## src/pkg/rtch_pkg.sv

```systemverilog
`default_nettype none
package rtch_pkg;
  // register indices on the 4-bit bus
  localparam logic [3:0] RTCH_IDX_SEC1  = 4'h0;
  localparam logic [3:0] RTCH_IDX_SEC10 = 4'h1;
  localparam logic [3:0] RTCH_IDX_MIN1  = 4'h2;
  localparam logic [3:0] RTCH_IDX_MIN10 = 4'h3;
  localparam logic [3:0] RTCH_IDX_HR1   = 4'h4;
  localparam logic [3:0] RTCH_IDX_HR10  = 4'h5;
  localparam logic [3:0] RTCH_IDX_DAY1  = 4'h6;
  localparam logic [3:0] RTCH_IDX_DAY10 = 4'h7;
  localparam logic [3:0] RTCH_IDX_MON1  = 4'h8;
  localparam logic [3:0] RTCH_IDX_MON10 = 4'h9;
  localparam logic [3:0] RTCH_IDX_YR1   = 4'ha;
  localparam logic [3:0] RTCH_IDX_YR10  = 4'hb;
  localparam logic [3:0] RTCH_IDX_WDAY  = 4'hc;
  localparam logic [3:0] RTCH_IDX_CTLD  = 4'hd;
  // control register d bit positions
  localparam int RTCH_BIT_HOLD = 0;
  localparam int RTCH_BIT_BUSY = 1;
  localparam int RTCH_BIT_IRQ  = 2;
  localparam int RTCH_BIT_ADJ  = 3;
  // writable-bit masks per register, unused bits read 0
  localparam logic [3:0] RTCH_MASK_3BIT = 4'h7;
  localparam logic [3:0] RTCH_MASK_2BIT = 4'h3;
  localparam logic [3:0] RTCH_MASK_1BIT = 4'h1;
  localparam logic [3:0] RTCH_MASK_4BIT = 4'hf;
  // counter limits (bcd digits)
  localparam logic [3:0] RTCH_MAX_DIGIT = 4'h9;
  localparam logic [3:0] RTCH_MAX_TENS6 = 4'h5;
  localparam logic [3:0] RTCH_MAX_WDAY  = 4'h6;
  localparam logic [3:0] RTCH_RST_DIGIT = 4'h0;
  // timing
  localparam int RTCH_CLK_HZ      = 50_000_000;
  localparam int RTCH_TICK_HZ     = 1;
  localparam int RTCH_TICK_CYCLES = RTCH_CLK_HZ / RTCH_TICK_HZ;
  localparam int RTCH_BUSY_CYCLES = 4;

  typedef struct packed {
    logic       wr;
    logic       rd;
    logic [3:0] addr;
    logic [3:0] wdata;
  } rtch_req_t;
endpackage
`default_nettype wire

```

## src/rtch_core.sv

```systemverilog
`timescale 1ns/1ps
`default_nettype none
module rtch_core
  import rtch_pkg::*;
#(
  parameter int TICK_CYCLES = RTCH_TICK_CYCLES
) (
  input  wire logic       ref_clk,
  input  wire logic       rst_n,
  input  wire rtch_req_t  req,
  input  wire logic       periodic_evt,
  output var  logic [3:0] rdata_q,
  output var  logic       busy_q,
  output var  logic       irq_flag_q,
  output var  logic       periodic_output_pin_q
);
  logic [3:0] dig_q [13];
  logic [31:0] div_q;
  logic        pend_q;
  logic        deferred_q;
  logic [2:0]  bcnt_q;
  logic        hold_q;
  logic        adj_q;
  logic        cnt_busy_q;
  wire tick = (div_q == 32'(TICK_CYCLES - 1));
  wire wr_ctl = req.wr && (req.addr == RTCH_IDX_CTLD);
  wire wr_cnt = req.wr && (req.addr <= RTCH_IDX_WDAY);

  function automatic logic [3:0] wmask(input logic [3:0] a);
    unique case (a)
      RTCH_IDX_SEC10, RTCH_IDX_MIN10, RTCH_IDX_WDAY: wmask = RTCH_MASK_3BIT;
      RTCH_IDX_HR10, RTCH_IDX_DAY10:                 wmask = RTCH_MASK_2BIT;
      RTCH_IDX_MON10:                                wmask = RTCH_MASK_1BIT;
      default:                                       wmask = RTCH_MASK_4BIT;
    endcase
  endfunction

  // carry chain, used when a postponed or fresh second is applied or a half-minute round steps
  wire c0 = dig_q[0] == RTCH_MAX_DIGIT;
  wire c1 = c0 && dig_q[1] == RTCH_MAX_TENS6;
  wire c2 = c1 && dig_q[2] == RTCH_MAX_DIGIT;
  wire c3 = c2 && dig_q[3] == RTCH_MAX_TENS6;
  wire hr_wrap = c3 && dig_q[5] == 4'h2 && dig_q[4] == 4'h3;
  wire c4 = c3 && (dig_q[4] == RTCH_MAX_DIGIT || hr_wrap);
  // simplified month length: 31 days, limitation accepted for this core
  wire day_wrap = c4 && hr_wrap && dig_q[7] == 4'h3 && dig_q[6] == 4'h1;
  wire dayinc = c3 && hr_wrap;
  wire c6 = dayinc && (dig_q[6] == RTCH_MAX_DIGIT || day_wrap);
  wire mon_wrap = day_wrap && dig_q[9] == 4'h1 && dig_q[8] == 4'h2;
  wire c8 = day_wrap && (dig_q[8] == RTCH_MAX_DIGIT || mon_wrap);
  wire c10 = mon_wrap && dig_q[10] == RTCH_MAX_DIGIT;
  wire apply = (tick || pend_q) && !hold_q;
  // a half-minute round is an increment too, so it raises busy like a tick
  wire step = apply || adj_q;

  always_ff @(posedge ref_clk or negedge rst_n) begin
    if (!rst_n) begin
      div_q <= 32'h0;
    end else begin
      div_q <= tick ? 32'h0 : div_q + 32'h1;
    end
  end

  // one deferred second only; a second tick under hold is dropped
  always_ff @(posedge ref_clk or negedge rst_n) begin
    if (!rst_n) begin
      pend_q     <= 1'b0;
      deferred_q <= 1'b0;
    end else if (apply) begin
      pend_q     <= 1'b0;
      deferred_q <= 1'b0;
    end else if (tick && hold_q && !deferred_q) begin
      pend_q     <= 1'b1;
      deferred_q <= 1'b1;
    end
  end

  always_ff @(posedge ref_clk or negedge rst_n) begin
    if (!rst_n) begin
      for (int i = 0; i < 13; i++) dig_q[i] <= RTCH_RST_DIGIT;
    end else if (wr_cnt) begin
      dig_q[req.addr] <= req.wdata & wmask(req.addr);
    end else if (step) begin
      // bcd digit counters
      dig_q[0] <= c0 ? 4'h0 : dig_q[0] + 4'h1;
      if (c0) dig_q[1] <= c1 ? 4'h0 : dig_q[1] + 4'h1;
      if (c1) dig_q[2] <= c2 ? 4'h0 : dig_q[2] + 4'h1;
      if (c2) dig_q[3] <= c3 ? 4'h0 : dig_q[3] + 4'h1;
      if (c3) dig_q[4] <= c4 ? 4'h0 : dig_q[4] + 4'h1;
      if (c4) dig_q[5] <= hr_wrap ? 4'h0 : dig_q[5] + 4'h1;
      if (dayinc) begin
        dig_q[6] <= day_wrap ? 4'h1 : (c6 ? 4'h0 : dig_q[6] + 4'h1);
        dig_q[12] <= (dig_q[12] == RTCH_MAX_WDAY) ? 4'h0 : dig_q[12] + 4'h1;
      end
      if (c6) dig_q[7] <= day_wrap ? 4'h0 : dig_q[7] + 4'h1;
      if (day_wrap) dig_q[8] <= mon_wrap ? 4'h1 : (c8 ? 4'h0 : dig_q[8] + 4'h1);
      if (c8) dig_q[9] <= mon_wrap ? 4'h0 : dig_q[9] + 4'h1;
      if (mon_wrap) dig_q[10] <= c10 ? 4'h0 : dig_q[10] + 4'h1;
      if (c10) dig_q[11] <= (dig_q[11] == RTCH_MAX_DIGIT) ? 4'h0 : dig_q[11] + 4'h1;
    end
  end

  // busy window stretched a few cycles after each increment
  always_ff @(posedge ref_clk or negedge rst_n) begin
    if (!rst_n) begin
      bcnt_q     <= 3'h0;
      cnt_busy_q <= 1'b0;
    end else if (step) begin
      bcnt_q     <= 3'(RTCH_BUSY_CYCLES);
      cnt_busy_q <= 1'b1;
    end else if (bcnt_q != 3'h0) begin
      bcnt_q     <= bcnt_q - 3'h1;
      cnt_busy_q <= (bcnt_q != 3'h1);
    end
  end

  always_ff @(posedge ref_clk or negedge rst_n) begin
    if (!rst_n) begin
      hold_q     <= 1'b0;
      adj_q      <= 1'b0;
      irq_flag_q <= 1'b0;
      busy_q     <= 1'b1;
    end else begin
      if (wr_ctl) hold_q <= req.wdata[RTCH_BIT_HOLD];
      // half-minute round: single step, simplified to one increment
      // refused when hold is set now or in the same write, else it would slip past hold
      adj_q <= wr_ctl && req.wdata[RTCH_BIT_ADJ] && !hold_q && !req.wdata[RTCH_BIT_HOLD];
      // set wins over a simultaneous write of 0
      if (periodic_evt) irq_flag_q <= 1'b1;
      else if (wr_ctl && !req.wdata[RTCH_BIT_IRQ]) irq_flag_q <= 1'b0;
      busy_q <= !hold_q || cnt_busy_q;
    end
  end

  always_ff @(posedge ref_clk or negedge rst_n) begin
    if (!rst_n) begin
      periodic_output_pin_q <= 1'b1;
      rdata_q               <= 4'h0;
    end else begin
      periodic_output_pin_q <= !irq_flag_q;
      if (req.rd) begin
        if (req.addr <= RTCH_IDX_WDAY) rdata_q <= dig_q[req.addr];
        else if (req.addr == RTCH_IDX_CTLD)
          rdata_q <= {1'b0, irq_flag_q, busy_q, hold_q};
        else rdata_q <= 4'h0;
      end
    end
  end
endmodule
`default_nettype wire

```

## config.mk

```make
export PLATFORM = sky130hd
export DESIGN_NAME = rtch_core
export DESIGN_NICKNAME = d
export VERILOG_FILES = /design/src/pkg/rtch_pkg.sv /design/src/rtch_core.sv
export SDC_FILE = /design/constraint.sdc
export NUM_CORES = 1
export LEC_CHECK = 0
export BUFFER_PORTS_ARGS = -buffer_cell sky130_fd_sc_hd__buf_2
export CAP_MARGIN = 20
export CORE_ASPECT_RATIO = 1.4
export CORE_MARGIN = 1.5
export CORE_UTILIZATION = 30
export CTS_CLUSTER_SIZE = 40
export DETAILED_ROUTE_END_ITERATION = 6
export SLEW_MARGIN = 20
export SYNTH_ARGS = -nofsm -noshare
export SYNTH_HDL_FRONTEND = slang
export SYNTH_SLANG_ARGS = --single-unit
```

## constraint.sdc

```tcl
create_clock -name ref_clk -period 3.6 [get_ports ref_clk]
set_input_delay 1.08 -clock ref_clk [delete_from_list [all_inputs] [get_ports ref_clk]]
set_output_delay 1.08 -clock ref_clk [all_outputs]
set_load 0.1 [all_outputs]
```

=== Word-level counts from Yosys, hierarchy flattened ===
Cells that the tools add are included.

* Bits in registers: 98
* Input port bits: 13
* Output and inout port bits: 7

* Add/subtract/negate cells: 15
* Order comparisons: 3
* Eq/ne operators: 25
* Muxes and demuxes: 48
* Bitwise gates (word level): 2
* Reduce and logical (&&, ||, !) cells: 65

{| class="wikitable"
|+ Operators with widths
! cell !! number
|-
| $mux W4 || 32
|-
| $mux W52 || 2
|-
| $add A4 B1 Y4 const B || 13
|-
| $bwmux W52 || 1
|-
| $eq A4 B4 Y1 const B || 10
|-
| $add A32 B1 Y32 const B || 1
|-
| $eq A32 B26 Y1 const B || 1
|-
| $mux W32 || 1
|-
| $reduce_bool A2 Y1 || 15
|-
| $logic_and A1 B1 Y1 || 25
|-
| $reduce_and A2 Y1 || 11
|-
| $eq A4 B2 Y1 const B || 5
|-
| $eq A4 B3 Y1 const B || 5
|-
| $bmux W4 S4 || 1
|-
| $demux W4 S4 || 1
|-
| $eq A4 B1 Y1 const B || 3
|-
| $pmux W4 S3 || 1
|-
| $mux W3 || 3
|-
| $logic_or A1 B1 Y1 || 6
|-
| $mux W1 || 6
|-
| $ge A5 B5 Y1 const B || 1
|-
| $logic_not A1 Y1 || 5
|-
| $lt A5 B1 Y1 const B || 1
|-
| $not A4 Y5 || 1
|-
| other kinds (7) || 7
|}

=== Longest topological paths before layout ===
Gate-level depths: netlist of run 1.

* Word-level depth: 20
* Gate-level depth with buffers: 9
* Gate-level depth less buffers: 8

=== Worst setup path after synthesis of run 1 ===
Ideal clock, no wire load.

* Kind: in2reg
* Start point: in req[5] (netlist name)
* End point: reg dig_q[31] (netlist name)
* Library setup time: 0.139 ns
* Data arrival time: 2.755 ns
* Required time: 3.461 ns
* Setup slack: 0.706 ns
* Stages: 8
* Cell sequence: clkbuf_1 > nor2_1 > o21ai_1 > buf_2 > buf_1 > a21oi_1 > o21ai_0 > o31ai_1

* Cells in the longest elaborated chain, start to end: 7

{| class="wikitable"
|+ RTL lines
! what !! line !! RTL
|-
| start, declared || rtch_core.sv:10 || <nowiki>input wire rtch_req_t req,</nowiki>
|-
| $not A4 Y5 (implied by the code) (tied with other cells) || rtch_core.sv:82 || <nowiki>dig_q[req.addr] <= req.wdata & wmask(req.addr);</nowiki>
|-
| $ge A5 B5 Y1 (implied by the code) (tied with other cells) || rtch_core.sv:82 ||
|-
| $logic_and A1 B1 Y1 (implied by the code) or $pmux W4 S3 (tied branches) || rtch_core.sv:82, rtch_core.sv:30 ||
|-
| $mux W4 (on tied branches) || rtch_core.sv:82, rtch_core.sv:81 ||
|-
| $demux W4 S4 or $and A4 B4 Y4 (tied branches) || rtch_core.sv:82 ||
|-
| $bwmux W52 || rtch_core.sv:82 ||
|-
| $mux W52 || rtch_core.sv:81 || <nowiki>end else if (wr_cnt) begin</nowiki>
|-
| end signal, assigned by index || rtch_core.sv:82 ||
|-
| end, declared || rtch_core.sv:17 || <nowiki>logic [3:0] dig_q [13];</nowiki>
|}

Parallel ways exist; a longest one is shown, timed or not. The select of a mux whose other input is x is not followed.
A chain may end at the register's enable or synchronous reset.

=== Worst setup path after layout of run 1 ===
* Start point: reg dig_q[28] (netlist name)
* End point: reg dig_q[5] (netlist name)

* Cells in the longest elaborated chain, start to end: 13

{| class="wikitable"
|+ RTL lines
! what !! line !! RTL
|-
| $eq A4 B2 Y1 (*) || rtch_core.sv:43 || <nowiki>wire hr_wrap = c3 && dig_q[5] == 4'h2 && dig_q[4] == 4'h3;</nowiki>
|-
| $logic_and A1 B1 Y1 (*) (2 in a row) || rtch_core.sv:43 ||
|-
| $logic_or A1 B1 Y1 || rtch_core.sv:44 || <nowiki>wire c4 = c3 && (dig_q[4] == RTCH_MAX_DIGIT || hr_wrap);</nowiki>
|-
| $logic_and A1 B1 Y1 || rtch_core.sv:44 ||
|-
| $logic_and A1 B1 Y1 (*) (3 in a row) || rtch_core.sv:46 || <nowiki>wire day_wrap = c4 && hr_wrap && dig_q[7] == 4'h3 && dig_q[6] == 4'h1;</nowiki>
|-
| $logic_and A1 B1 Y1 (*) (2 in a row) || rtch_core.sv:49 || <nowiki>wire mon_wrap = day_wrap && dig_q[9] == 4'h1 && dig_q[8] == 4'h2;</nowiki>
|-
| $logic_and A1 B1 Y1 (*) || rtch_core.sv:51 || <nowiki>wire c10 = mon_wrap && dig_q[10] == RTCH_MAX_DIGIT;</nowiki>
|-
| $reduce_bool A2 Y1 (no line) (*) || -- ||
|-
| $reduce_and A2 Y1 (no line) (*) || -- ||
|}

Every way passes the cells marked *; elsewhere a longest branch is shown, timed or not.

==> out/qor.yml, run 1 <==
globalRouteOverflowTotal: 0
wl_um: 16800
cts_tree: "done"
avgSynthCellArea_um2: 9.63
max-vdd-ir-drop_mv: 0.212
vias: 5164
placed_area_um2: 6700
cp_data_arrival_time_ns: 3.13
setup_ws_ns: 0.710
ys_types: 77
drtPass1Iterations: 5
crit_type: "reg -> reg"
synth_common_cells: "dfrtp_1, nor2_1, nand2_1"
h-tree-depth: 3
clock_path_buffers: 2
syn_inst: 635
port_buffers: 19
antenna_found_initial: 1
die_h_um: 172
period_minus_slack_ns: 2.89
fin_crit_sh_pct: 80.3
gp_congestion: 0.883
area_delta_synth_final_pct: 14.3
clock-sinks: 98
route.detailed.drc: 0
rsz0062_at_grt: "no"
drtAntennaViolNets: 0
clock_latency_ns: 0.35
hp-class: "reg -> reg"
instances_no_fill: 933
synth_top_area_share_pct: 39.3
async_reset_ff_share_pct: 100
wl_per_cell_um: 18.0
preCtsSetupSlack_ns: 0.421
holdWs_ns: 0.472
critPathMaxFanout: 7
status: "finished clean"
required_ns: 3.84
synth_seq_cells: 98
hold_viol: 0
cts_made_buffers: 9
pwr_density_cell_nw_per_um2: 466
place_hpwl_um: 12600
grt_max_degree: 42
fp-row-count: 61
start_kind: "flip-flop"
syn-num-nets: 672
coreArea_um2: 19900
worst_setup_path_end_kind: "flip-flop"
ctsHoldBuffers: 0
grt_pass1_wl_um: 26900
post_cts_resized: 0
fin_skew_ns: 0.0118
setup_viol: 0
cts-root-buf: "clkbuf_16"
fin_total_pwr_mw: 3.26
drive_above_1_share_pct: 16.0
die_area_um2: 21300
synth_enable_flop_cells: 0
slew_violations: 0
grtUsageTotal_pct: 16.6
maxCapViolCount: 0
max_freq_mhz: 346
setup_tns_ns: 0
worstMarginPinSlew_ns: 0.691
initial_utilization_pct: 30.7
cts_setup_buffers: 0
drtIter0Drc: 499
seq_area_frac_synth_pct: 40.1
maxSlewHeadroom_pct: 53.6
yosysTopAreaCell: "dfrtp_1"
synth_area_leaders: "dfrtp_1, ha_1, mux4_2"
path_clk_slew_ns: 0.07
netlist_area_um2: 6120
nNetsFinal: 712
dp_cells: 916
p_leak_nw: 2.96
final_util_pct: 35.1
synth_ff_type: "dfrtp_1"
via_per_inst: 5.53
yosys_warnings: 0
final_area_um2: 6990
grt_pass1_vias: 5075
ios: 20
die_w_um: 124
synth_most_common_cell: "dfrtp_1"
==> worst max-delay path, cell delays in order (launching register included) <==
cell and delay, ns:
dfrtp_1 0.45, inv_1 0.11, ha_1 0.16, nor4b_4 0.30, nand4_4 0.21, or2_4 0.34
o41ai_4 0.54, a21boi_4 0.35, mux2_4 0.32
==> flip-flops by register name, summed over array words and instances, names as in the netlist <==
signal,flops
hold_q,1
busy_q,1
dig_q,52
cnt_busy_q,1
bcnt_q,3
deferred_q,1
irq_flag_q,1
div_q,32
adj_q,1
rdata_q,4
periodic_output_pin_q,1
==> power breakdown <==
part	total [mW]	internal (mW)	switching (mW)
clock	0.969	0.516	0.453
combinational	0.810	0.360	0.450
sequential	1.48	1.26	0.226
==> metal layers <==
metal,vias to the layer above,global-route usage (%),wire (µm)
li1,2459,-,-
met1,2534,18.6,6760
met2,132,29.3,8620
met3,39,3.10,703
met4,0,9.25,709
met5,-,0,0
==> cell families (layout without fill, tap and decap cells) <==
logic type                 Yosys count  after routing  share of synthesized area, %
adders and majority gates           24             24                          4.91
DFF                                 98             98                          40.1
muxes                               29             29                          7.55
and+or+nand+nor                    234            234                          20.4
AOI/OAI and AO/OA                  164            164                          19.0
xor gates and xnor gates            32             32                          4.58
buffers and inverters               54             99                          3.42
other                                0              1                             0
==> cell type report <==
cell class	instances	area, µm²
Fill cell	1984	12900
Timing Repair Buffer	48	328
Clock inverter	5	42.5
Inverter	35	131
Multi-Input combinational cell	483	3470
Antenna cell	1	2.50
Clock buffer	11	253
Sequential cell	98	2450
Tap cell	252	315
==> final timing paths <==
path	startpoint	to	slack [ns]	cells past startpoint
worst max-delay path	dig_q[28]	dig_q[5]	0.71	8
worst min-delay path	div_q[4]	div_q[4]	0.47	1
worst max register to register	dig_q[28]	dig_q[5]	0.71	8
worst min register to register	div_q[4]	div_q[4]	0.47	1
max in group asynchronous	rst_n	busy_q	2.16	2
min in group asynchronous	rst_n	div_q[18]	0.70	1
==> placed cells by master, fill, tap and decap left out, types with 14 or more instances in the layout <==
cell / n
nor2_1: 55
dfrtp_1: 96
o21ai_0: 36
a21oi_1: 27
nand2_1: 53
inv_1: 34
ha_1: 24
xnor2_1: 20
buf_2: 18
nor3_1: 14
nand3_1: 34
buf_4: 29
Note: power is estimated with default switching activity, not from simulation.
==> run 2, diff against run 1 <==
==> constraint.sdc (replaced) <==
create_clock -name ref_clk -period 2.6 [get_ports ref_clk]
set_input_delay 0.78 -clock ref_clk [delete_from_list [all_inputs] [get_ports ref_clk]]
set_output_delay 0.78 -clock ref_clk [all_outputs]
set_load 0.1 [all_outputs]
==> out/qor.yml, run 2 (synthesis results as in run 1) <==
cts_tree: "done"
fin_crit_sh_pct: 97.4  # +17 points
placed_area_um2: 7150  # +6.8%
vias: 5408  # +4.7%
critPathMaxFanout: 7  # unchanged
rsz0062_at_grt: "yes"
clock-sinks: 98  # unchanged
grt_pass1_vias: 5332  # +5.1%
max_freq_mhz: 395  # +14%
top_register: "dig_q"
largest_reg_flops: 52  # unchanged
drive_above_1_share_pct: 22.6  # +6.5 points
worstMarginPinSlew_ns: 0.484  # -0.206 ns
drtIter0Drc: 404  # -19%
wl_per_cell_um: 17.7  # -1.7%
top_regs: "dig_q x52, div_q x32, rdata_q x4"
maxCapViolCount: 0  # unchanged
hold_viol: 0  # unchanged
path_clk_slew_ns: 0.07  # about the same
gp_congestion: 0.887  # +0.46%
final_area_um2: 7470  # +6.9%
maxSlewHeadroom_pct: 67.6  # +14 points
wl_um: 17500  # +4.3%
r2r_end: "dig_q[7]"
setup_viol: 0  # unchanged
drtPass1Iterations: 5  # unchanged
cts_made_buffers: 9  # unchanged
start_kind: "flip-flop"
p_leak_nw: 3.26  # +10%
via_per_inst: 5.46  # -1.3%
grt_pass1_wl_um: 27600  # +2.6%
globalRouteOverflowTotal: 0  # unchanged
coreArea_um2: 19900  # unchanged
route.detailed.drc: 0  # unchanged
fin_skew_ns: 0.0116  # -0.000178 ns
setup_tns_ns: 0  # unchanged
grt_max_degree: 62  # +48%
max-vdd-ir-drop_mv: 0.297  # +40%
die_area_um2: 21300  # unchanged
cp_data_arrival_time_ns: 2.78  # -0.35 ns
port_buffers: 19  # unchanged
die_h_um: 172  # unchanged
initial_utilization_pct: 30.7  # unchanged
final_common_cell: "dfrtp_1"
antenna_found_initial: 3  # +2
hp-class: "in -> async"
clock_path_buffers: 2  # unchanged
ff2ff_path_depth: 8  # unchanged
required_ns: 2.85  # -0.99 ns
grtUsageTotal_pct: 16.9  # +0.26 points
worst_setup_path_end_kind: "flip-flop"
n_fill_cell: 1982  # -0.10%
crit_type: "reg -> reg"
pwr_density_cell_nw_per_um2: 636  # +36%
nNetsFinal: 768  # +7.9%
rr_startpoint: "dig_q[28]"
path_cells: "inv_1 -> ha_1 -> nor4b_4 -> nand4_4 -> or2_4 -> o41ai_4 -> a21boi_4 -> mux2_4"
period_minus_slack_ns: 2.53  # -0.359 ns
r2r_slack_ns: 0.07  # -0.64 ns
status: "finished clean"
area_delta_synth_final_pct: 22.2
slowest_stage: "dfrtp_1"
cts-root-buf: "clkbuf_16"
fp-row-count: 61  # unchanged
clock_latency_ns: 0.36  # about the same
h-tree-depth: 3  # unchanged
place_hpwl_um: 13100  # +3.9%
cts_setup_buffers: 0  # unchanged
critPathMaxStageDelay_ns: 0.38  # -0.16 ns
ios: 20  # unchanged
final_cell_mix: "dfrtp_1, buf_4, nor2_1"
drtAntennaViolNets: 0  # unchanged
slew_violations: 0  # unchanged
die_w_um: 124  # unchanged
run 2: cell count changes in the layout (fill, tap and decap cells not counted), sizes merged:
cell	previous run	this run
inv	37	36
bufinv	0	1
diode	1	2
buf	48	104
run 2: worst max-delay path by stage:
stage / slack, ns / startpoint / to / cells after the start
after floorplan: 0.006 / req[5] / dig_q[31] / 8
after global routing: -0.12 / dig_q[17] / dig_q[14] / 10
after detailed placement: -0.02 / dig_q[20] / dig_q[5] / 7
after global placement: -0.04 / dig_q[20] / dig_q[5] / 7
after CTS: 0.02 / div_q[26] / dig_q[3] / 7
final: 0.07 / dig_q[28] / dig_q[7] / 8
run 2: through the flow:
| step | cells | total power, mW | utilization (%) | worst slack, ns | hold slack (ns) |
|---|---|---|---|---|---|
| finish | 990 | 4.75 | 37.5 | 0.0684 | 0.255 |
| global route | 988 | 5.02 | 37.5 | -0.125 | 0.256 |
| CTS | 988 | 4.79 | 37.5 | 0.0199 | 0.253 |
| detailed placement | 972 | 3.38 | 35.9 | -0.0216 | 0.457 |
| global placement | 972 | 3.36 | 35.9 | -0.0398 | 0.453 |
| floorplan | 635 | 2.83 | - | 0.00618 | 0.437 |
run 2: worst max-delay path: cells and delay by family, from the launching register on:
family / cells / cell delay, ns
and+or+nand+nor: 3 / 0.84
muxes: 1 / 0.32
adders and majority gates: 1 / 0.16
buffers and inverters: 1 / 0.08
DFF: 1 / 0.38
AOI/OAI and AO/OA: 2 / 0.64
run 2: final cells by class:
cell class,instances,area (µm²),share of cell area (%)
multi-input combinational,483,3480,46.6
sequential,98,2450,32.8
timing repair buffer,104,786,10.5
tap,252,315,4.22
clock buffer,11,243,3.25
inverter,35,131,1.76
clock inverter,5,60.1,0.803
antenna,2,5.00,0.0670
run 2: timing repair:
item | CTS | global route
setup endpoints to repair | 2 | 4
hold buffers | 0 | 0
gates resized for setup | 1 | 2
run 2: metal layers:
metal / GRT usage [%] / up-vias / routed length (µm)
met3: 3.27 / 37 / 837
met5: 0 / - / 13
met4: 7.35 / 2 / 645
met1: 19.0 / 2652 / 7130
li1: - / 2570 / -
met2: 30.5 / 147 / 8880
run 2: power breakdown:
part	internal (mW)	switching [mW]
clock	0.779	0.619
sequential	1.74	0.211
combinational	0.646	0.760
